==> config.mk <==
export PLATFORM = sky130hd
export DESIGN_NAME = dual_prescaled_down_counter
export DESIGN_NICKNAME = d
export VERILOG_FILES = /design/src/shared/timer_pkg.sv /design/src/rtl/dual_prescaled_down_counter.sv /design/src/rtl/timer_channel.sv
export SDC_FILE = /design/constraint.sdc
export NUM_CORES = 1
export LEC_CHECK = 0
export BUFFER_PORTS_ARGS = -buffer_cell sky130_fd_sc_hd__buf_2
export CAP_MARGIN = 10
export CORE_MARGIN = 2
export CORE_UTILIZATION = 48
export DETAILED_ROUTE_END_ITERATION = 10
export HOLD_SLACK_MARGIN = 0.06
export PLACE_DENSITY = 0.7
export SYNTH_ARGS = -nofsm -noshare
export SYNTH_HDL_FRONTEND = slang
export SYNTH_SLANG_ARGS = --single-unit
==> constraint.sdc <==
create_clock -name CLK_I -period 3.12 [get_ports CLK_I]
set_clock_uncertainty 0.2 [all_clocks]
set_input_delay 0.312 -clock CLK_I [delete_from_list [all_inputs] [get_ports CLK_I]]
set_output_delay 0.312 -clock CLK_I [all_outputs]
set_load 0.005 [all_outputs]
==> src/shared/timer_pkg.sv <==
package timer_pkg;

	// ************************************************************
	// Bus and datapath widths
	// ************************************************************
	localparam int ADDR_W = 6;
	localparam int DATA_W = 32;
	localparam int CNT_W = 8;
	localparam int PRE_W = 6;
	localparam int NUM_IRQ = 2;

	// ************************************************************
	// Register byte offsets
	// ************************************************************
	localparam logic [ADDR_W-1:0] OFF_CTRL = 6'h00;
	localparam logic [ADDR_W-1:0] OFF_PRE_A = 6'h04;
	localparam logic [ADDR_W-1:0] OFF_INIT_A = 6'h08;
	localparam logic [ADDR_W-1:0] OFF_PRE_B = 6'h0c;
	localparam logic [ADDR_W-1:0] OFF_INIT_B = 6'h10;
	localparam logic [ADDR_W-1:0] OFF_COUNT_A = 6'h14;
	localparam logic [ADDR_W-1:0] OFF_COUNT_B = 6'h18;
	localparam logic [ADDR_W-1:0] OFF_TMODE = 6'h1c;
	localparam logic [ADDR_W-1:0] OFF_IRQ_STAT = 6'h20;
	localparam logic [ADDR_W-1:0] OFF_IRQ_CLR = 6'h24;
	localparam logic [ADDR_W-1:0] OFF_IRQ_EN = 6'h28;

	// ************************************************************
	// Field positions
	// ************************************************************
	localparam int CTRL_A_RUN = 0;
	localparam int CTRL_A_CONT = 1;
	localparam int CTRL_A_RESTART = 2;
	localparam int CTRL_B_RUN = 3;
	localparam int CTRL_B_CONT = 4;
	localparam int CTRL_B_RESTART = 5;
	localparam int CTRL_A_ACTIVE = 6;
	localparam int CTRL_B_ACTIVE = 7;
	localparam int TMODE_ROLE_LO = 0;
	localparam int TMODE_SRC_EXT = 2;
	localparam int TMODE_ANALOG = 3;
	localparam int IRQ_A = 0;
	localparam int IRQ_B = 1;

	// ************************************************************
	// Counting constants and bus answers
	// ************************************************************
	localparam int END_VAL = 1;
	localparam int DEC_VAL = 1;
	localparam logic [1:0] DIV4_LAST = 2'h3;
	localparam logic [1:0] DIV4_STEP = 2'h1;
	localparam logic [1:0] RESP_OKAY = 2'h0;
	localparam logic [1:0] RESP_SLVERR = 2'h2;

	// Roles of the external timer input
	typedef enum logic [1:0] {
		ROLE_CLOCK = 2'h0,
		ROLE_RETRIG = 2'h1,
		ROLE_NONRETRIG = 2'h2,
		ROLE_GATE = 2'h3
	} pin_role_e;

endpackage : timer_pkg

==> src/rtl/dual_prescaled_down_counter.sv <==
// Contract
// - Two independent 8-bit down-counters, each behind its own 6-bit prescaler.
// - Counter A prescaler uses internal clock only; counter B may use external.
// - Each prescaler divides its input by any integer from 1 to 64.
// - Counter decrements on each prescaler pulse; terminal count spans 1 to 256.
// - Both stages at end of count raise that counter's own interrupt request.
// - Software can start, stop, continue or restart each counter from its initial value.
// - Single-pass halts at zero; continuous mode reloads the initial value and continues.
// - Counter values readable anytime without disturbance; prescaler contents never readable.
// - Counter B clock is internal clock divided by four or external input.
// - Timer mode sets input role: clock, retrigger, single trigger, or gate.
// - Analog mode feeds comparator one output into the timer input path.
// - Internal timer clock equals crystal input divided by two in standard mode.
//
// The AXI4-Lite slave port and the register addresses are this design's own decisions.
module dual_prescaled_down_counter (
	input wire logic CLK_I,
	input wire logic RST_N_I,
	input wire logic [timer_pkg::ADDR_W-1:0] AWADDR_I,
	input wire logic AWVALID_I,
	output logic AWREADY_O,
	input wire logic [timer_pkg::DATA_W-1:0] WDATA_I,
	input wire logic [timer_pkg::DATA_W/8-1:0] WSTRB_I,
	input wire logic WVALID_I,
	output logic WREADY_O,
	output logic [1:0] BRESP_O,
	output logic BVALID_O,
	input wire logic BREADY_I,
	input wire logic [timer_pkg::ADDR_W-1:0] ARADDR_I,
	input wire logic ARVALID_I,
	output logic ARREADY_O,
	output logic [timer_pkg::DATA_W-1:0] RDATA_O,
	output logic [1:0] RRESP_O,
	output logic RVALID_O,
	input wire logic RREADY_I,
	input wire logic EXT_TIMER_PIN_I,
	input wire logic COMP1_OUT_I,
	output logic TIMER_A_IRQ_O,
	output logic TIMER_B_IRQ_O,
	output logic IRQ_O
);
	import timer_pkg::*;

	// ************************************************************
	// Declarations
	// ************************************************************
	logic awready_q, wready_q, bvalid_q, w_lane0_q, wr_fire, wr_en, arready_q, rvalid_q;
	logic [1:0] bresp_q, rresp_q, pin_s_q, cmp_s_q, div_q;
	logic [ADDR_W-1:0] aw_addr_q;
	logic [DATA_W-1:0] w_data_q, rdata_q, rd_word;
	logic run_a_q, cont_a_q, run_b_q, cont_b_q, load_a_q, load_b_q;
	logic src_ext_q, analog_q, irq_q;
	logic [PRE_W-1:0] pre_a_q, pre_b_q;
	logic [CNT_W-1:0] init_a_q, init_b_q, count_a, count_b;
	pin_role_e role_q;
	logic [NUM_IRQ-1:0] irq_st_q, irq_en_q, irq_clr, irq_ev;
	logic timer_input, tin_d_q, tin_edge, tick4, tick_b, trig_b;
	logic act_a, act_b, timer_a_irq, timer_b_irq;

	// Decode shared by the read and the write path
	function automatic logic is_mapped(input logic [ADDR_W-1:0] addr);
		is_mapped = addr inside {OFF_CTRL, OFF_PRE_A, OFF_INIT_A, OFF_PRE_B, OFF_INIT_B,
			OFF_COUNT_A, OFF_COUNT_B, OFF_TMODE, OFF_IRQ_STAT, OFF_IRQ_CLR, OFF_IRQ_EN};
	endfunction : is_mapped

	// ************************************************************
	// AXI4-Lite write channel
	// ************************************************************

	// Address and data are taken in either order, one write at a time
	always_ff @(posedge CLK_I or negedge RST_N_I) begin
		if (!RST_N_I) begin
			awready_q <= 1'b1;
			wready_q <= 1'b1;
			bvalid_q <= 1'b0;
			bresp_q <= RESP_OKAY;
			aw_addr_q <= '0;
			w_data_q <= '0;
			w_lane0_q <= 1'b0;
		end else begin
			if (AWVALID_I && awready_q) begin
				aw_addr_q <= AWADDR_I;
				awready_q <= 1'b0;
			end
			if (WVALID_I && wready_q) begin
				w_data_q <= WDATA_I;
				w_lane0_q <= WSTRB_I[0];
				wready_q <= 1'b0;
			end
			if (wr_fire) begin
				bvalid_q <= 1'b1;
				bresp_q <= is_mapped(aw_addr_q) ? RESP_OKAY : RESP_SLVERR;
			end
			if (bvalid_q && BREADY_I) begin
				bvalid_q <= 1'b0;
				awready_q <= 1'b1;
				wready_q <= 1'b1;
			end
		end
	end

	// All fields sit in byte lane 0, so that lane alone gates the store
	assign wr_fire = ~awready_q & ~wready_q & ~bvalid_q;
	assign wr_en = wr_fire & w_lane0_q;

	// ************************************************************
	// AXI4-Lite read channel
	// ************************************************************

	// Read mux; prescaler reload values and the clear word read as zero
	always_comb begin
		rd_word = '0;
		unique case (ARADDR_I)
			OFF_CTRL: begin
				rd_word[CTRL_A_RUN] = run_a_q;
				rd_word[CTRL_A_CONT] = cont_a_q;
				rd_word[CTRL_B_RUN] = run_b_q;
				rd_word[CTRL_B_CONT] = cont_b_q;
				rd_word[CTRL_A_ACTIVE] = act_a;
				rd_word[CTRL_B_ACTIVE] = act_b;
			end
			OFF_INIT_A: rd_word[CNT_W-1:0] = init_a_q;
			OFF_INIT_B: rd_word[CNT_W-1:0] = init_b_q;
			OFF_COUNT_A: rd_word[CNT_W-1:0] = count_a;
			OFF_COUNT_B: rd_word[CNT_W-1:0] = count_b;
			OFF_TMODE: begin
				rd_word[TMODE_ROLE_LO+:2] = role_q;
				rd_word[TMODE_SRC_EXT] = src_ext_q;
				rd_word[TMODE_ANALOG] = analog_q;
			end
			OFF_IRQ_STAT: rd_word[NUM_IRQ-1:0] = irq_st_q;
			OFF_IRQ_EN: rd_word[NUM_IRQ-1:0] = irq_en_q;
			default: rd_word = '0;
		endcase
	end

	// Read answer registered on the same edge that takes the address
	always_ff @(posedge CLK_I or negedge RST_N_I) begin
		if (!RST_N_I) begin
			arready_q <= 1'b1;
			rvalid_q <= 1'b0;
			rresp_q <= RESP_OKAY;
			rdata_q <= '0;
		end else begin
			if (ARVALID_I && arready_q) begin
				arready_q <= 1'b0;
				rvalid_q <= 1'b1;
				rdata_q <= rd_word;
				rresp_q <= is_mapped(ARADDR_I) ? RESP_OKAY : RESP_SLVERR;
			end
			if (rvalid_q && RREADY_I) begin
				rvalid_q <= 1'b0;
				arready_q <= 1'b1;
			end
		end
	end

	// ************************************************************
	// Control and configuration registers
	// ************************************************************

	// Run bits start, stop and continue; counters keep value while stopped
	always_ff @(posedge CLK_I or negedge RST_N_I) begin
		if (!RST_N_I) begin
			run_a_q <= 1'b0;
			cont_a_q <= 1'b0;
			run_b_q <= 1'b0;
			cont_b_q <= 1'b0;
			pre_a_q <= '0;
			pre_b_q <= '0;
			init_a_q <= '0;
			init_b_q <= '0;
			role_q <= ROLE_CLOCK;
			src_ext_q <= 1'b0;
			analog_q <= 1'b0;
		end else if (wr_en) begin
			unique case (aw_addr_q)
				OFF_CTRL: begin
					run_a_q <= w_data_q[CTRL_A_RUN];
					cont_a_q <= w_data_q[CTRL_A_CONT];
					run_b_q <= w_data_q[CTRL_B_RUN];
					cont_b_q <= w_data_q[CTRL_B_CONT];
				end
				OFF_PRE_A: pre_a_q <= w_data_q[PRE_W-1:0];
				OFF_PRE_B: pre_b_q <= w_data_q[PRE_W-1:0];
				OFF_INIT_A: init_a_q <= w_data_q[CNT_W-1:0];
				OFF_INIT_B: init_b_q <= w_data_q[CNT_W-1:0];
				OFF_TMODE: begin
					role_q <= pin_role_e'(w_data_q[TMODE_ROLE_LO+:2]);
					src_ext_q <= w_data_q[TMODE_SRC_EXT];
					analog_q <= w_data_q[TMODE_ANALOG];
				end
				default: ;
			endcase
		end
	end

	// Restart bits act once and never store
	always_ff @(posedge CLK_I or negedge RST_N_I) begin
		if (!RST_N_I) begin
			load_a_q <= 1'b0;
			load_b_q <= 1'b0;
		end else begin
			load_a_q <= wr_en & (aw_addr_q == OFF_CTRL) & w_data_q[CTRL_A_RESTART];
			load_b_q <= wr_en & (aw_addr_q == OFF_CTRL) & w_data_q[CTRL_B_RESTART];
		end
	end

	// ************************************************************
	// Timer input path
	// ************************************************************

	// Two-stage synchronisers; only the second stage feeds logic
	always_ff @(posedge CLK_I or negedge RST_N_I) begin
		if (!RST_N_I) begin
			pin_s_q <= '0;
			cmp_s_q <= '0;
			tin_d_q <= 1'b0;
		end else begin
			pin_s_q <= {pin_s_q[0], EXT_TIMER_PIN_I};
			cmp_s_q <= {cmp_s_q[0], COMP1_OUT_I};
			tin_d_q <= timer_input;
		end
	end

	// Comparator replaces the raw pin while analog mode is on
	assign timer_input = analog_q ? cmp_s_q[1] : pin_s_q[1];
	assign tin_edge = timer_input & ~tin_d_q;

	// CLK_I is the internal clock, already the crystal divided by two
	always_ff @(posedge CLK_I or negedge RST_N_I) begin
		if (!RST_N_I) begin
			div_q <= '0;
		end else begin
			div_q <= div_q + DIV4_STEP;
		end
	end

	assign tick4 = (div_q == DIV4_LAST);

	// Role of the input; triggers restart, non-retrigger only when idle
	always_comb begin
		tick_b = tick4;
		trig_b = 1'b0;
		if (src_ext_q) begin
			unique case (role_q)
				ROLE_CLOCK: tick_b = tin_edge;
				ROLE_RETRIG: trig_b = tin_edge;
				ROLE_NONRETRIG: trig_b = tin_edge & ~act_b;
				ROLE_GATE: tick_b = tick4 & timer_input;
			endcase
		end
	end

	// ************************************************************
	// Counter channels
	// ************************************************************

	// Counter A sees only the internal divided clock
	timer_channel #(
		.CNT_W(CNT_W),
		.PRE_W(PRE_W)
	) u_timer_a (
		.clk_i(CLK_I),
		.rst_n_i(RST_N_I),
		.tick_i(tick4),
		.run_i(run_a_q),
		.load_i(load_a_q),
		.cont_i(cont_a_q),
		.pre_i(pre_a_q),
		.init_i(init_a_q),
		.count_o(count_a),
		.active_o(act_a),
		.eoc_o(timer_a_irq)
	);

	// Counter B clock follows the mode register
	timer_channel #(
		.CNT_W(CNT_W),
		.PRE_W(PRE_W)
	) u_timer_b (
		.clk_i(CLK_I),
		.rst_n_i(RST_N_I),
		.tick_i(tick_b),
		.run_i(run_b_q),
		.load_i(load_b_q | trig_b),
		.cont_i(cont_b_q),
		.pre_i(pre_b_q),
		.init_i(init_b_q),
		.count_o(count_b),
		.active_o(act_b),
		.eoc_o(timer_b_irq)
	);

	// Request lines are the channels' own one-cycle flops
	assign TIMER_A_IRQ_O = timer_a_irq;
	assign TIMER_B_IRQ_O = timer_b_irq;

	// ************************************************************
	// Interrupt status, clear and enable
	// ************************************************************

	assign irq_ev[IRQ_A] = timer_a_irq;
	assign irq_ev[IRQ_B] = timer_b_irq;
	assign irq_clr = (wr_en && aw_addr_q == OFF_IRQ_CLR) ? w_data_q[NUM_IRQ-1:0] : '0;

	// A new event in the clearing cycle survives the clear
	always_ff @(posedge CLK_I or negedge RST_N_I) begin
		if (!RST_N_I) begin
			irq_st_q <= '0;
			irq_en_q <= '0;
			irq_q <= 1'b0;
		end else begin
			irq_st_q <= (irq_st_q & ~irq_clr) | irq_ev;
			if (wr_en && aw_addr_q == OFF_IRQ_EN) begin
				irq_en_q <= w_data_q[NUM_IRQ-1:0];
			end
			irq_q <= |(irq_st_q & irq_en_q);
		end
	end

	// ************************************************************
	// Outputs
	// ************************************************************
	assign AWREADY_O = awready_q;
	assign WREADY_O = wready_q;
	assign BVALID_O = bvalid_q;
	assign BRESP_O = bresp_q;
	assign ARREADY_O = arready_q;
	assign RVALID_O = rvalid_q;
	assign RRESP_O = rresp_q;
	assign RDATA_O = rdata_q;
	assign IRQ_O = irq_q;
endmodule : dual_prescaled_down_counter

==> src/rtl/timer_channel.sv <==
module timer_channel #(
	parameter int CNT_W = timer_pkg::CNT_W,
	parameter int PRE_W = timer_pkg::PRE_W
) (
	input wire logic clk_i,
	input wire logic rst_n_i,
	input wire logic tick_i,
	input wire logic run_i,
	input wire logic load_i,
	input wire logic cont_i,
	input wire logic [PRE_W-1:0] pre_i,
	input wire logic [CNT_W-1:0] init_i,
	output logic [CNT_W-1:0] count_o,
	output logic active_o,
	output logic eoc_o
);
	import timer_pkg::*;

	localparam logic [PRE_W-1:0] P_END = PRE_W'(END_VAL);
	localparam logic [PRE_W-1:0] P_DEC = PRE_W'(DEC_VAL);
	localparam logic [CNT_W-1:0] C_END = CNT_W'(END_VAL);
	localparam logic [CNT_W-1:0] C_DEC = CNT_W'(DEC_VAL);

	logic [PRE_W-1:0] pre_q;
	logic [CNT_W-1:0] cnt_q;
	logic done_q;
	logic eoc_q;
	logic step;
	logic pre_end;
	logic cnt_end;

	// A restart always wins over a pending step
	assign step = tick_i & run_i & ~done_q & ~load_i;
	assign pre_end = (pre_q == P_END);
	assign cnt_end = (cnt_q == C_END);

	// Prescaler and counter; a zero load wraps, giving 64 and 256
	always_ff @(posedge clk_i or negedge rst_n_i) begin
		if (!rst_n_i) begin
			pre_q <= '0;
			cnt_q <= '0;
			done_q <= 1'b1;
		end else if (load_i) begin
			pre_q <= pre_i;
			cnt_q <= init_i;
			done_q <= 1'b0;
		end else if (step) begin
			if (pre_end) begin
				pre_q <= pre_i;
				if (cnt_end) begin
					cnt_q <= cont_i ? init_i : cnt_q - C_DEC;
					done_q <= ~cont_i;
				end else begin
					cnt_q <= cnt_q - C_DEC;
				end
			end else begin
				pre_q <= pre_q - P_DEC;
			end
		end
	end

	// End of count only when both stages expire together
	always_ff @(posedge clk_i or negedge rst_n_i) begin
		if (!rst_n_i) begin
			eoc_q <= 1'b0;
		end else begin
			eoc_q <= step & pre_end & cnt_end;
		end
	end

	assign count_o = cnt_q;
	assign active_o = ~done_q;
	assign eoc_o = eoc_q;
endmodule : timer_channel

# --- Yosys cells after proc, flatten, opt, wreduce, memory -nomap -nowiden ---
# Index checks and enable logic that the tools add are counted.
totals:
  register_bits: 114
  latchBits: 0
  ramBits: 0
  romBits: 0
  inputBits: 57
  output_inout_bits: 44
  elab_cells: 187
  n_memories: 0
op_classes:
  add_sub_neg: 5
  mul: 0
  n_div: 0
  order_cmp: 0
  n_eq_ne: 28
  n_shift: 0
  mux: 48
  bitwise: 34
  n_reduce_logical: 33
ops:
  columns: ["cell", "n"]
  rows:
  - ["2-to-1 mux 8 bit", 10]
  - ["equality test 6 x 5 -> 1 bit, second input constant", 8]
  - ["equality test 6 bit, second input constant", 6]
  - ["2-to-1 mux 6 bit", 6]
  - ["equality test 6 x 4 -> 1 bit, second input constant", 4]
  - ["nonzero test 11 bit", 2]
  - ["2-to-1 mux 1 bit", 21]
  - ["nonzero test 2 bit", 10]
  - ["bitwise AND 1 bit", 19]
  - ["equality test 8 x 1 -> 1 bit, second input constant", 2]
  - ["case mux 2 bit (8 select lines)", 1]
  - ["AND reduction 2 bit", 8]
  - ["subtractor 8 x 1 -> 8 bit, second input constant", 2]
  - ["equality test 6 x 1 -> 1 bit, second input constant", 2]
  - ["equality test 6 x 3 -> 1 bit, second input constant", 2]
  - ["zero test 6 bit", 2]
  - ["subtractor 6 x 1 -> 6 bit, second input constant", 2]
  - ["inverter 1 bit", 10]
  - ["case mux 1 bit (5 select lines)", 2]
  - ["case mux 2 bit (5 select lines)", 1]
  - ["logical AND 1 bit", 7]
  - ["equality test 2 bit, second input constant", 3]
  - ["2-to-1 mux 2 bit", 3]
  - ["case mux 1 bit (6 select lines)", 1]
  - ["11 further kinds", 14]

# --- Longest topological paths before layout ---
# Gate-level depths: netlist (run 1).
depth:
  ltp_word: 10
  depth_mapped: 9
  depth_no_buf: 7

# --- Modules after synthesis ---
# A second synthesis (run 1) with hierarchy kept.
unflattened:
  cells_unflattened: 518
  area_unflattened_um2: 5930.7
modules_own_cells:
  columns: ["module", "instances", "cells_each", "area_each_um2", "seq_area_each_um2"]
  rows:
  - ["dual_prescaled_down_counter", 1, 291, 3776.1, 2005.7]
  - ["timer_channel (u_timer_a)", 1, 114, 1088.5, 401.6]
  - ["timer_channel (u_timer_b)", 1, 113, 1066.0, 401.6]

# --- Worst setup path before layout (run 1) ---
# OpenSTA, ideal clock, no wires.
synth_path:
  path_kind: "register -> register"
  from: "register role_q[0]"
  to: "register u_timer_b.cnt_q[0] (netlist: u_timer_b.count_o[0])"
  setup_time_ns: 0.087
  arrival_time_ns: 2.025
  required_time_ns: 2.833
  path_slack_ns: 0.808
  stages_incl_launch_ff: 9
  path_buffers: 1
  synth_period_minus_slack_ns: 2.312
  cell_sequence: "dfrtp_1 > inv_1 > ha_1 > nand2b_1 > a221o_1 > o311ai_4 > buf_2 > nand3_1 > o211ai_1"
synth_via:
  elab_chain_cells: 8
  word_cells_on_any_way: 17
  classes_between: "eq/ne (3); mux (5); bitwise (5); reduce/logical (4)"
synth_rtl:
  columns: ["item", "line", "text"]
  rows:
  - ["start: declaration", "dual_prescaled_down_counter.sv:55", "pin_role_e role_q;"]
  - ["start signal: assignment", "dual_prescaled_down_counter.sv:189", "role_q <= pin_role_e'(w_data_q[TMODE_ROLE_LO+:2]);"]
  - ["equality test 2 bit (tied with other cells)", "dual_prescaled_down_counter.sv:246", "unique case (role_q)"]
  - ["case mux 1 bit (2 select lines)", "dual_prescaled_down_counter.sv:246", null]
  - ["2-to-1 mux 1 bit", "dual_prescaled_down_counter.sv:245", "if (src_ext_q) begin"]
  - ["bitwise AND 1 bit / OR 1 bit (equally long branches)", "timer_channel.sv:33, dual_prescaled_down_counter.sv:286", null]
  - ["bitwise AND 1 bit / inverter 1 bit (equally long branches)", "timer_channel.sv:33", "assign step = tick_i & run_i & ~done_q & ~load_i;"]
  - ["bitwise AND 1 bit", "timer_channel.sv:33", null]
  - ["nonzero test 2 bit (no source line)", null, null]
  - ["AND reduction 2 bit (no source line)", null, null]
  - ["end signal: assignment", "timer_channel.sv:45", "cnt_q <= init_i;"]
  - ["end signal: assignment", "timer_channel.sv:51", "cnt_q <= cont_i ? init_i : cnt_q - C_DEC;"]
  - ["end signal: assignment", "timer_channel.sv:54", "cnt_q <= cnt_q - C_DEC;"]
  - ["end: declaration", "timer_channel.sv:25", "logic [CNT_W-1:0] cnt_q;"]
# Several ways; a longest one is shown, not always the timed one.
# A chain may end at the register's enable or synchronous reset.

# --- Worst setup path after layout (run 1) ---
layout_path:
  from: "register role_q[0]"
  to: "register u_timer_b.cnt_q[7] (netlist: u_timer_b.count_o[7])"
# The elaborated chain is that of the path after synthesis.

==> metrics.yaml, run 1 <==
synthesis:
  async_reset_ff_frac: 1.00
  ys_seq_area_frac: 0.489
  yosysWarnings: 0
  yosys-top-cells-area: "dfrtp_1 (47%), mux2_2 (11%), buf_4 (3.4%)"
  synth.cell_area_mm2: 0.00574
  synth_cells: 527
  synth_top_area_share: 0.466
  ys.flop_type: "dfrtp_1"
  synth_cell_types: 61
  synth-edff-count: 0
  synth_seq_cells: 112
  syn_avg_cell_area_um2: 10.9
  yosysTopAreaCell: "dfrtp_1"
die:
  core_area_mm2: 0.0116
  die_y_um: 113
  ioPinCount: 101
  die-area_mm2: 0.0129
  dieWidth_um: 113
  row_count: 39
  start_util: 0.496
sta:
  fmax_ghz: 0.367
  period_share: 0.874
  hold_violations: 0
  setup_tns_ps: 0
  min_period_ps: 2730
  tightest_slew_ps: 1080
  finalSetupViolations: 0
  fin_ws_ps: 392
  whs_ps: 156
  relSlewSlack: 0.278
  rsz0062_at_grt: "no"
  maxSlewViolCount: 0
worst_setup_path:
  arrival_ps: 2800
  crit_end: "u_timer_b.count_o[7]"
  regToRegSetupSlack_ps: 390
  end_kind: "flip-flop"
  start_kind: "flip-flop"
  rr_worst_depth: 7
  crit_required_ps: 3190
  startpoint: "role_q[0]"
  path_class: "reg2reg"
  critPathMaxFanout: 19
  r2r_end: "u_timer_b.count_o[7]"
  timing.rr.start: "role_q[0]"
finish:
  nets: 673
  final_util: 0.572
  drive_above_1_share: 0.235
  antenna_cells: 0
  area_delta_synth_final_pct: 15.2
drt:
  wl_per_cell_um: 16.7
  vias: 4390
  ant_nets: 0
  drt-pass1-iter-count: 5
  remaining_drc_errors: 0
  wirelength_um: 12500
  dr_wl_met2_um: 6060
  wl_met1_um: 5550
  viasPerCell: 5.85
  first_iter_violations: 278
  top_layer_used: "met4"
  routed-wl-met3_um: 720
global_route:
  grt_max_degree: 64
  grt_pass1_wl_um: 20300
  grt-ovfl-total: 0
  grt_pass1_vias: 4095
  antenna_found_initial: 0
  grtUsageTotal: 0.199
power_and_ir_drop:
  pwr_density_cell_mw_per_mm2: 812
  irDropWorstVdd_mv: 0.603
  p_total_uw: 5370
  power.leakage_uw: 0.00315
clock_tree:
  clk_pin_slew_ps: 80
  cts_max_level: 3
  cts_buffers: 9
  cts_tree: "done"
  cts_root_buf: "clkbuf_16"
  cts_setup_buffers: 0
  insertion_delay_ps: 350
  clockBufferDepth: 2
  cts_num_sinks: 112
placement:
  io_buffers: 47
  place_ws_ps: 415
  place_hpwl_um: 9060
  gp_congestion: 0.845
worst_hold_path:
  hold_path_class: "reg2reg"
status:
  status: "complete, no violations"
flow_run:
  max-cap-violations: 0
## registers in the layout, indices dropped and copies added, names as in the netlist, 8 cells and up
register           count
u_timer_a.count_o      8
init_b_q               8
RDATA_O                8
u_timer_b.count_o      8
init_a_q               8
w_data_q               8
## logic make-up after synthesis
kind of cell / after synthesis / share of synthesized area
buffers and inverters: 72 / 0.0676
AND/OR/NAND/NOR: 138 / 0.137
adder cells (fa/ha/maj): 13 / 0.0283
AO/OA/AOI/OAI: 124 / 0.149
multiplexers: 67 / 0.129
other: 1 / 0.000653
flip-flops: 112 / 0.489
## per-stage QoR
step | std cells | cell area, um2
after floorplan | 552 | 5840
after global placement | 709 | 6040
after detailed placement | 709 | 6040
after CTS | 751 | 6610
after global routing | 751 | 6610
final | 751 | 6610
## worst min-delay path by stage
stage	from	endpoint	slack, ps	cells after the start
floorplan	RST_N_I	BRESP_O[1]	-180	0
finish	pin_s_q[0]	pin_s_q[1]	160	0
global route	pin_s_q[0]	pin_s_q[1]	180	0
detailed placement	pin_s_q[0]	pin_s_q[1]	140	0
global placement	cmp_s_q[0]	cmp_s_q[1]	130	0
CTS	pin_s_q[0]	pin_s_q[1]	160	0
## cell type report
class / instances / area (um2)
multi-input cells: 368 / 2640
clock inverters: 6 / 73.8
inverters: 31 / 116
well taps: 143 / 179
flip-flops and latches: 112 / 2810
clock buffers: 10 / 239
fillers: 975 / 4950
repair buffers: 81 / 558
## critical path, cell delays in order, from the launching register on
cell      delay, ps
dfrtp_1         440
inv_1            90
ha_1            300
nand2b_1        210
a221o_1         410
o311ai_4        610
o21ai_0         200
a22oi_1         180
## power breakdown
group | total, uW | switching, uW | internal, uW
Sequential | 2580 | 631 | 1950
Combinational | 1590 | 772 | 818
Clock | 1190 | 538 | 656
## layer usage
metal,vias up,GRT usage
li1,2042,-
met1,2155,0.266
met2,177,0.333
met3,16,0.0436
met4,0,0.0528
met5,-,0
## what timing repair did
item | in CTS | in global routing
hold buffers | 26 | 0
hold endpoints to repair | 78 | 0
resized for setup | 0 | 0
## Yosys cell counts (9+ instances only)
library cell	n
nor2_1	21
inv_1	31
mux2_2	55
ha_1	13
clkbuf_1	9
nand2_1	36
nand3_1	14
nor3_1	10
buf_4	26
a21oi_1	22
a22oi_1	12
dfrtp_1	107
o21ai_0	31
mux2i_1	12
## layout by cell type, fill, tap and decap left out, types with 5 or more instances in the layout
master,n
a21o_1,8
a21oi_1,22
a221o_1,6
a221oi_1,6
a22o_1,5
a22oi_1,12
a31oi_1,8
and3_1,6
buf_2,46
buf_4,9
clkbuf_16,9
conb_1,26
dfrtp_1,107
dfstp_2,5
dlygate4sd3_1,26
ha_1,13
inv_1,31
mux2_2,55
mux2i_1,12
nand2_1,36
nand3_1,14
nor2_1,21
nor3_1,10
nor3b_1,8
nor4_1,7
o21ai_0,31
Note: power is estimated with default switching activity, not from simulation.
==> run 2, diff against run 1 <==
--- a/config.mk
+++ b/config.mk
@@ -7,6 +7,7 @@
 export LEC_CHECK = 0
 export BUFFER_PORTS_ARGS = -buffer_cell sky130_fd_sc_hd__buf_2
 export CAP_MARGIN = 10
+export CORE_ASPECT_RATIO = 0.8
 export CORE_MARGIN = 2
 export CORE_UTILIZATION = 48
 export DETAILED_ROUTE_END_ITERATION = 10
==> constraint.sdc (replaced) <==
create_clock -name CLK_I -period 2.9 [get_ports CLK_I]
set_clock_uncertainty 0.2 [all_clocks]
set_input_delay 0.29 -clock CLK_I [delete_from_list [all_inputs] [get_ports CLK_I]]
set_output_delay 0.29 -clock CLK_I [all_outputs]
set_load 0.005 [all_outputs]
==> metrics.yaml, run 2 (same netlist as run 1, synthesis figures left out) <==
finish:
  multi_input_area_mm2: 0.00264
  fillers: 1001
  antenna_cells: 0
  regArea_mm2: 0.00281
  finalInstanceArea_mm2: 0.00663
  fin_cells: 760
  drive_above_1_share: 0.239
  nets: 677
  final_cell_mix: "dfrtp_1 (107), mux2_2 (55), buf_2 (46)"
  area_delta_synth_final_pct: 15.5
  layout_commonest_cell: "dfrtp_1"
power_and_ir_drop:
  irDropWorstVdd_mv: 0.548
  pwr_density_cell_mw_per_mm2: 865
  power.leakage_uw: 0.00317
global_route:
  grtUsageTotal: 0.215
  grt_max_degree: 52
  grt_pass1_vias: 4253
  grt_pass1_wl_um: 21500
  antenna_found_initial: 0
  grt-ovfl-total: 0
die:
  die-area_mm2: 0.0129
  dieWidth_um: 126
  core_area_mm2: 0.0116
  row_count: 35
  start_util: 0.495
  die_y_um: 102
  ioPinCount: 101
flow_run:
  max-cap-violations: 0
clock_tree:
  clockBufferDepth: 2
  cts_root_buf: "clkbuf_16"
  cts_max_level: 3
  cts_buffers: 9
  cts_num_sinks: 112
  hold_buffers: 26
  cts_tree: "done"
  clk_pin_slew_ps: 70
  insertion_delay_ps: 350
  cts_setup_buffers: 0
  cts_resized: 0
sta:
  tightest_slew_ps: 1120
  min_period_ps: 2600
  period_share: 0.897
  relSlewSlack: 0.251
  fmax_ghz: 0.384
  rsz0062_at_grt: "no"
  finalSetupViolations: 0
  hold_violations: 0
  fin_ws_ps: 298
  setup_tns_ps: 0
  maxSlewViolCount: 0
drt:
  first_iter_violations: 356
  wl_per_cell_um: 17.2
  vias: 4323
  drt-pass1-iter-count: 4
  ant_nets: 0
  viasPerCell: 5.69
  remaining_drc_errors: 0
  wirelength_um: 13100
placement:
  place_hpwl_um: 9610
  place_area_mm2: 0.00608
  placedCellCount: 718
  gp_congestion: 0.869
  place_ws_ps: 354
  io_buffers: 47
worst_setup_path:
  end_kind: "flip-flop"
  critPathMaxFanout: 14
  path_class: "reg2reg"
  start_kind: "flip-flop"
  arrival_ps: 2630
  crit_required_ps: 2930
worst_hold_path:
  hold_path_class: "in2reg"
status:
  status: "complete, no violations"
==> run 2: final cells by class <==
type	count	share of cell area
sequential	112	0.424
multi-input combinational	368	0.398
timing repair buffer	85	0.0887
clock buffer	12	0.0387
tap	148	0.0279
inverter	31	0.0175
clock inverter	4	0.00566
==> run 2: final timing paths <==
path	from	endpoint	slack, ps	cells after the start
min	ARADDR_I[0]	RDATA_O[0]	150	4
max	u_timer_a.count_o[0]	u_timer_a.count_o[0]	300	6
min reg2reg	cmp_s_q[0]	cmp_s_q[1]	160	0
max reg2reg	u_timer_a.count_o[0]	u_timer_a.count_o[0]	300	6
min in group asynchronous	RST_N_I	RRESP_O[1]	300	2
max in group asynchronous	RST_N_I	u_timer_a.done_q	1380	3
==> run 2: report_power, final <==
group | internal (uW) | switching, uW | total (uW)
clock network | 641 | 565 | 1210
registers | 2100 | 698 | 2800
logic | 890 | 844 | 1730
total | 3630 | 2110 | 5740
==> run 2: critical path: stages (launching register included) <==
cell     delay [ps]
dfrtp_1         460
ha_1            220
nor4b_1         130
buf_4           150
a31oi_1         830
nor2_1          140
a221o_1         340
==> run 2: per-layer routing <==
| metal | GRT usage | routed length [um] | vias to the layer above |
|---|---|---|---|
| met3 | 0.0440 | 734 | 8 |
| li1 | - | - | 2038 |
| met1 | 0.291 | 6020 | 2156 |
| met5 | 0 | 0 | - |
| met4 | 0.0693 | 116 | 0 |
| met2 | 0.353 | 6210 | 121 |
==> run 2: through the flow <==
step           hold WS, ps  utilization  power, uW
2_1_floorplan         -206            -       3860
3_3_place_gp           142        0.524       4390
3_5_place_dp           146        0.524       4500
4_1_cts                141        0.571       5770
5_1_grt                168        0.571       6140
6_report               146        0.571       5740
